<file path="config.mk">
export PLATFORM = sky130hd
export DESIGN_NAME = dbes_top
export DESIGN_NICKNAME = d
export VERILOG_FILES = /design/src/logic/dbes_pkg.sv /design/src/logic/dbes_chan_err.sv /design/src/logic/dbes_top.sv
export VERILOG_INCLUDE_DIRS = /design/src /design/src/logic
export SDC_FILE = /design/constraint.sdc
export NUM_CORES = 1
export LEC_CHECK = 0
export CORE_MARGIN = 4
export CORE_UTILIZATION = 35
export DETAILED_ROUTE_END_ITERATION = 8
export DONT_BUFFER_PORTS = 1
export PLACE_DENSITY = 0.6
export RECOVER_POWER = 25
export SYNTH_ARGS = -nofsm -noshare
export SYNTH_HDL_FRONTEND = slang
export SYNTH_HIERARCHICAL = 1
export SYNTH_SLANG_ARGS = --single-unit
</file>
<file path="constraint.sdc">
create_clock -name clk_sys -period 8.95 [get_ports clk_sys]
set_input_delay 2.2375 -clock clk_sys [delete_from_list [all_inputs] [get_ports clk_sys]]
set_output_delay 2.2375 -clock clk_sys [all_outputs]
set_load 0.01 [all_outputs]
</file>
<file path="src/logic/dbes_defs.svh">
`ifndef DBES_DEFS_SVH
`define DBES_DEFS_SVH
`define DBES_OFS_STATUS 8'h14
`define DBES_OFS_MASK   8'h10
`define DBES_OFS_ENABLE 8'h0c
`define DBES_RST_STATUS 32'h0000_0000
`define DBES_RST_MASK   32'h0000_0000
`define DBES_RST_ENABLE 32'h0000_0000
`define DBES_ADDR_W     8
`endif

</file>
<file path="src/logic/dbes_pkg.sv">
package dbes_pkg;
  typedef enum logic [1:0] {
    DBES_IDLE = 2'b00,
    DBES_RESP = 2'b01
  } dbes_bus_st_t;
endpackage : dbes_pkg

</file>
<file path="src/logic/dbes_chan_err.sv">
`timescale 1ns/1ns
// Per-channel sticky error flag and enable bit
module dbes_chan_err (
  input  wire logic clk_sys,
  input  wire logic rst_sync_n,
  input  wire logic err_resp,
  input  wire logic err_clr,
  input  wire logic en_set,
  input  wire logic en_clr,
  output logic      flag_reg,
  output logic      enable_reg
);
  always_ff @(posedge clk_sys or negedge rst_sync_n) begin
    if (!rst_sync_n) begin
      flag_reg <= 1'b0;
    end else if (err_resp) begin
      flag_reg <= 1'b1;                             // set beats clear
    end else if (err_clr) begin
      flag_reg <= 1'b0;
    end
  end

  always_ff @(posedge clk_sys or negedge rst_sync_n) begin
    if (!rst_sync_n) begin
      enable_reg <= 1'b0;
    end else if (err_resp) begin
      enable_reg <= 1'b0;
    end else if (en_set) begin
      enable_reg <= 1'b1;
    end else if (en_clr) begin
      enable_reg <= 1'b0;
    end
  end
endmodule : dbes_chan_err

</file>
<file path="src/logic/dbes_top.sv">
`timescale 1ns/1ns
`include "dbes_defs.svh"
module dbes_top
  import dbes_pkg::*;
#(
  parameter int NCH = 32
) (
  input  wire logic                   clk_sys,
  input  wire logic                   rst_n,
  input  wire logic [`DBES_ADDR_W-1:0] avs_address,
  input  wire logic                   avs_read,
  input  wire logic                   avs_write,
  input  wire logic [31:0]            avs_writedata,
  input  wire logic [3:0]             avs_byteenable,
  output logic      [31:0]            avs_readdata,
  output logic                        avs_waitrequest,
  input  wire logic                   ahb_resp_valid,
  input  wire logic                   ahb_hresp_err,
  input  wire logic [4:0]             ahb_resp_chan,
  output logic      [NCH-1:0]         chan_enable,
  output logic                        irq
);
  logic              rst_meta_reg;
  logic              rst_sync_n;
  dbes_bus_st_t      bus_st_reg;
  logic [NCH-1:0]    flag;
  logic [NCH-1:0]    enable;
  logic [NCH-1:0]    mask_reg;
  logic [NCH-1:0]    err_hit;
  logic [31:0]       be_mask;
  logic [31:0]       wr_ones;
  logic [31:0]       wr_zeros;
  logic              wr_take;
  logic              wr_status;
  logic              wr_mask;
  logic              wr_enable;

  always_ff @(posedge clk_sys or negedge rst_n) begin
    if (!rst_n) begin
      rst_meta_reg <= 1'b0;
      rst_sync_n   <= 1'b0;
    end else begin
      rst_meta_reg <= 1'b1;
      rst_sync_n   <= rst_meta_reg;
    end
  end

  function automatic logic [31:0] lane_mask(input logic [3:0] be);
    lane_mask = {{8{be[3]}}, {8{be[2]}}, {8{be[1]}}, {8{be[0]}}};
  endfunction : lane_mask

  assign be_mask = lane_mask(avs_byteenable);
  // One wait cycle per access; taken when the slave drops waitrequest
  assign wr_take   = avs_write && (bus_st_reg == DBES_RESP);
  assign wr_status = wr_take && (avs_address == `DBES_OFS_STATUS);
  assign wr_mask   = wr_take && (avs_address == `DBES_OFS_MASK);
  assign wr_enable = wr_take && (avs_address == `DBES_OFS_ENABLE);
  // Lanes left out by byteenable neither clear nor set anything
  assign wr_ones   = avs_writedata & be_mask;
  assign wr_zeros  = ~avs_writedata & be_mask;

  always_ff @(posedge clk_sys or negedge rst_sync_n) begin
    if (!rst_sync_n) begin
      bus_st_reg <= DBES_IDLE;
    end else begin
      unique case (bus_st_reg)
        DBES_IDLE: begin
          if (avs_read || avs_write) begin
            bus_st_reg <= DBES_RESP;
          end
        end
        DBES_RESP: begin
          bus_st_reg <= DBES_IDLE;
        end
        default: begin
          bus_st_reg <= DBES_IDLE;
        end
      endcase
    end
  end

  always_ff @(posedge clk_sys or negedge rst_sync_n) begin
    if (!rst_sync_n) begin
      avs_waitrequest <= 1'b1;
    end else begin
      avs_waitrequest <= !((avs_read || avs_write) && (bus_st_reg == DBES_IDLE));
    end
  end

  always_ff @(posedge clk_sys or negedge rst_sync_n) begin
    if (!rst_sync_n) begin
      avs_readdata <= 32'h0000_0000;
    end else if ((avs_read || avs_write) && (bus_st_reg == DBES_IDLE)) begin
      // Unmapped addresses read zero
      unique case (avs_address)
        `DBES_OFS_STATUS: avs_readdata <= flag;
        `DBES_OFS_MASK:   avs_readdata <= mask_reg;
        `DBES_OFS_ENABLE: avs_readdata <= enable;
        default:          avs_readdata <= 32'h0000_0000;
      endcase
    end
  end

  always_ff @(posedge clk_sys or negedge rst_sync_n) begin
    if (!rst_sync_n) begin
      mask_reg <= `DBES_RST_MASK;
    end else if (wr_mask) begin
      mask_reg <= (mask_reg & ~be_mask) | wr_ones;
    end
  end

  for (genvar ch = 0; ch < NCH; ch++) begin : g_ch
    assign err_hit[ch] = ahb_resp_valid && ahb_hresp_err
                         && (ahb_resp_chan == 5'(ch));
    dbes_chan_err u_chan (
      .clk_sys    (clk_sys),
      .rst_sync_n (rst_sync_n),
      .err_resp   (err_hit[ch]),
      .err_clr    (wr_status && wr_ones[ch]),
      .en_set     (wr_enable && wr_ones[ch]),
      .en_clr     (wr_enable && wr_zeros[ch]),
      .flag_reg   (flag[ch]),
      .enable_reg (enable[ch])
    );
  end

  always_ff @(posedge clk_sys or negedge rst_sync_n) begin
    if (!rst_sync_n) begin
      chan_enable <= `DBES_RST_ENABLE;
      irq         <= 1'b0;
    end else begin
      // Registered: irq lags the flag by one cycle; err_hit drops chan_enable on the same edge that sets the flag
      chan_enable <= enable & ~err_hit;
      irq         <= |(flag & mask_reg);
    end
  end

endmodule : dbes_top

</file>
Yosys cells after proc, flatten, opt, wreduce, memory -nomap -nowiden. Index checks and enable logic that the tools add are counted.

Reduce and logical (&&, ||, !) cells: 203. Eq/ne operators: 36. Bitwise gates (word level): 9. Multiplexer cells: 163.

Operator list (count): $and 32x32->32 (5); $mux 1 (160); $logic_and 1x1->1 (134); $not 32->32 (3); $pmux 32 s3 (1); $reduce_bool 3->1 (32); $eq 5x5->1 const B (16); $reduce_bool 2->1 (32); $eq 5x4->1 const B (8); $or 32x32->32 (1); $reduce_or 32->1 (1); $eq 5x3->1 const B (4); $eq 8x5->1 const B (2); $eq 5x2->1 const B (2); $eq 8x4->1 const B (1); $eq 5x1->1 const B (1); $logic_not 5->1 (1); $mux 2 (2); $eq 2x1->1 const B (1); $logic_not 2->1 (1); $ne 2x2->1 const B (1); $logic_not 1->1 (1); $logic_or 1x1->1 (1).

Bits of input ports: 55. Register bits: 166. Word-level logic and storage cells: 483. Output and inout port bits: 66.

Depth between registers and ports, before layout.
Word-level depth: 7. Depth in mapped cells: 7. Mapped depth without buffers: 6.

Cells and area by module. The synthesis kept the hierarchy.

By module, submodules not included: dbes_top (cells an instance 520, area each 5178.7 um2, seq. area each 2528.7 um2, instances 1); dbes_chan_err (cells an instance 7, area each 80.1 um2, seq. area each 50.0 um2, instances 32).

Worst setup path before layout. OpenSTA, ideal clock, no wires.

Kind: input to register. From: in avs_address[5]. To: reg g_ch[20].u_chan.enable_reg. Setup time: 0.135 ns. Data arrival time: 3.710 ns. Slack: 5.104 ns. Buffers on the path: 0. Data required time: 8.815 ns. Stages on the path: 6. Cell sequence: or3_1 > nor4_2 > nand2_1 > nor2_1 > nand2b_1 > a21oi_2.

Word-level cells in the longest chain between the ends: 5. Elaborated cells between the ends (all ways): 7. Those cells by class: 1 x eq/ne; 2 x mux; 4 x reduce/logical.

RTL lines: start: declaration (RTL line dbes_top.sv:10) `` input wire logic [`DBES_ADDR_W-1:0] avs_address, ``; $eq 8x4->1 *; $logic_and 1x1->1 * (RTL line dbes_top.sv:57) `` assign wr_enable = wr_take && (avs_address == `DBES_OFS_ENABLE); ``; $logic_and 1x1->1 (RTL line dbes_top.sv:120) `.en_set (wr_enable && wr_ones[ch]),`; $mux 1 (RTL line dbes_chan_err.sv:28) `end else if (en_set) begin`; $mux 1 (RTL line dbes_chan_err.sv:26) `end else if (err_resp) begin`; end signal: assignment (RTL line dbes_chan_err.sv:25) `enable_reg <= 1'b0;`; end signal: assignment (RTL line dbes_chan_err.sv:27) `enable_reg <= 1'b0;`; end signal: assignment (RTL line dbes_chan_err.sv:29) `enable_reg <= 1'b1;`; end: declaration (RTL line dbes_chan_err.sv:11) `output logic enable_reg`.

Every way passes the cells marked *; elsewhere a longest branch is shown, timed or not. A chain may end at the register's enable or synchronous reset.

Worst setup path in the final report.
From: in avs_address[4]. To: reg g_ch[9].u_chan.flag_reg.

Word-level cells in the longest chain between the ends: 4.

RTL lines: $eq 8x5->1; $logic_and 1x1->1 (RTL line dbes_top.sv:55) `` assign wr_status = wr_take && (avs_address == `DBES_OFS_STATUS); ``; $logic_and 1x1->1 (RTL line dbes_top.sv:119) `.err_clr (wr_status && wr_ones[ch]),`; $reduce_bool 2->1 (no line); end signal: assignment (RTL line dbes_chan_err.sv:15) `flag_reg <= 1'b0;`; end signal: assignment (RTL line dbes_chan_err.sv:17) `flag_reg <= 1'b1;`; end signal: assignment (RTL line dbes_chan_err.sv:19) `flag_reg <= 1'b0;`; end: declaration (RTL line dbes_chan_err.sv:10) `output logic flag_reg,`.

No other way between the ends.

==> run_results.csv <==
group,metric,value,unit
run_status,status,"complete, but fails checks",
run_status,violations,"capacitance limit, slew limit",
critical_path,worst-r2r-cell-count,2,
yosys,netlist_top_cells_count,"dfrtp_1 (164), and3_1 (65), inv_1 (65)",
power,irDropWorstVdd,0.1079,mV
global_route,grt_pass1_vias,5546,
timing,tightest_slew,3119,ps
cells_and_area,layout.nets,793,
hold_path,hold_depth,0,
cts,hold_buffers,0,
cts,cts.reportedPaths.clkPinSlew,60,ps
yosys,synth.most_common_cell,"dfrtp_1",
yosys,synth_largest_area_cell,"dfrtp_1",
cells_and_area,syn2layout_area_growth,10.93,%
yosys,synth_edf_count,0,
cells_and_area,fill_cells,2137,
critical_path,critPathKind,"in -> reg",
global_route,grt-ovfl-total,0,
critical_path,startpoint_type,"input port",
floorplan,die_w,156.7,microns
yosys,synth.area.top_cells,"dfrtp_1 (53%), and3_1 (5.3%), mux2_2 (4.7%)",
cts,cts_setup_buffers,0,
global_route,antenna_found_initial,0,
routing,drtIter0Drc,403,
routing,avgRoutedWirePerCell,22.20,microns
yosys,netlist_area,7741,sq um
timing,setup-violations-final,0,
job,cap_violations,2,
cts,cts-root-buf,"clkbuf_16",
critical_path,cp.arrival,5380,ps
yosys,synth.distinct_cells,35,
floorplan,die_y,156.7,microns
yosys,synth_top_area_share,53.01,%
timing,period_share,56.50,%
cts,cts_max_path_buffers,2,
yosys,syn_nets,799,
placement,port_buffers,0,
cts,cts-resized-gates,0,
yosys,syn_avg_cell_area,10.40,sq um
routing,drt_pass1_iterations,5,
floorplan,rows,54,
placement,dpl.hpwl,16.21,mm
cells_and_area,drive_gt1_share,15.31,%
timing,fin_setup_tns,0,ps
global_route,grt_max_degree,63,
cts,cts_tree,"yes",
power,power_density,186.6,nW/um^2
cts,htree_levels,4,
routing,via_count,5528,
timing,skew,10.12,ps
yosys,ys_seq_area_share,53.35,%
timing,min_period,5057,ps
routing,drc,0,
timing,fmax,197.8,MHz
floorplan,core_area,21820,sq um
floorplan,ioPinCount,121,
timing,slew_headroom,-107.9,%
timing,rsz0062_at_grt,"no",
yosys,yosysWarnings,6,
yosys,ys_seq_elements,165,
power,power_leakage,4.128,nW
yosys,synthFlopType,"dfrtp_1",
cells_and_area,diodes,0,
yosys,syn_inst,744,
cts,clock_latency,440,ps
yosys,async_reset_ff_share,100.0,%
critical_path,path_max_fanout,23,
routing,finalWirelength,22.89,mm
placement,place_congestion,0.8888,
global_route,grt_usage,18.92,%
cts,cts.sinks,165,
timing,hold_viol,0,
routing,postRouteAntennaNets,0,
floorplan,die_area,24560,sq um
floorplan,initial_utilization,35.47,%
critical_path,crit_path_end_kind,"flip-flop",
routing,via_per_inst,5.362,
cts,cts_buffers,17,
global_route,grt_pass1_wl,34.73,mm
timing,maxSlewViolCount,105,
power,p_total,1.602,mW
critical_path,required,9280,ps
hold_path,hold_path.class,"reg -> reg",
cell type report:
type / instances / area (sq um) / area share (%)
multi-input combinational: 481 / 3254 / 37.90
inverter: 65 / 244.0 / 2.841
sequential: 165 / 4130 / 48.10
timing repair buffer: 8 / 56.30 / 0.6557
tap: 280 / 350.3 / 4.080
clock inverter: 13 / 98.84 / 1.151
clock buffer: 19 / 452.9 / 5.275
cells by family (layout without fill, tap and decap cells):
kind of cell	count (synthesis)	count (layout)	synth area share, %
AO/OA/AOI/OAI	164	164	15.90
buffers and inverters	98	105	4.768
flip-flops	165	165	53.35
multiplexers	54	54	7.500
other	1	1	0.04844
AND/OR/NAND/NOR	262	262	18.43
path summary, 6_finish.rpt:
kind	slack, ps	start	endpoint
worst max-delay path	3890	avs_address[4]	g_ch[9].u_chan/flag_reg
worst min-delay path	350	rst_meta_reg	rst_sync_n
worst max register to register	4110	rst_sync_n	avs_readdata[2]
worst min register to register	350	rst_meta_reg	rst_sync_n
max in group asynchronous	4110	rst_sync_n	avs_readdata[2]
min in group asynchronous	790	rst_sync_n	chan_enable[14]
report_power, final:
group	total [mW]	internal [mW]	switching, mW
logic	0.0867	0.0423	0.0444
clock network	0.692	0.372	0.320
registers	0.823	0.782	0.0411
total	1.60	1.20	0.406
worst max-delay path, stage by stage:
cell	delay, ps
nor2b_1	100
buf_4	240
nand3_1	890
nor2_1	1150
buf_4	380
and3_1	190
inv_1	40
a21o_1	140
cells in the final DEF (no fill, tap or decap), types with 7 or more instances in the layout:
cell / netlist / routed
dfrtp_1: 164 / 164
and3_1: 65 / 65
inv_1: 65 / 65
nor2_1: 60 / 60
nand2_1: 40 / 40
nand2b_1: 37 / 37
mux2_2: 32 / 32
a21o_1: 32 / 32
a21oi_2: 32 / 32
o21ai_0: 30 / 30
nor2b_1: 26 / 26
a22oi_1: 26 / 26
mux2i_1: 22 / 22
a2bb2oi_1: 22 / 22
clkbuf_16: 0 / 17
a22o_1: 10 / 10
nor3_1: 9 / 9
buf_4: 0 / 7
per-stage QoR:
| stage | util (%) | instances | hold WS, ps | setup slack, ps | area, sq um |
|---|---|---|---|---|---|
| after floorplan | - | 744 | 331.2 | 4014 | 7741 |
| after detailed placement | 36.85 | 999 | 340.3 | 3413 | 8043 |
| after global routing | 39.35 | 1031 | 366.7 | 3120 | 8587 |
| after global placement | 36.85 | 999 | 336.2 | 3509 | 8043 |
| after CTS | 39.38 | 1031 | 355.3 | 3872 | 8594 |
| final | 39.35 | 1031 | 353.4 | 3893 | 8587 |
layer usage:
layer | global-route usage (%) | part of all wire (%) | up-vias
li1 | - | - | 2553
met1 | 25.40 | 44 | 2766
met2 | 29.05 | 46 | 184
met3 | 6.499 | 7.6 | 25
met4 | 5.702 | 1.6 | 0
met5 | 0 | 0 | -
(Power assumes the default switching activity.)
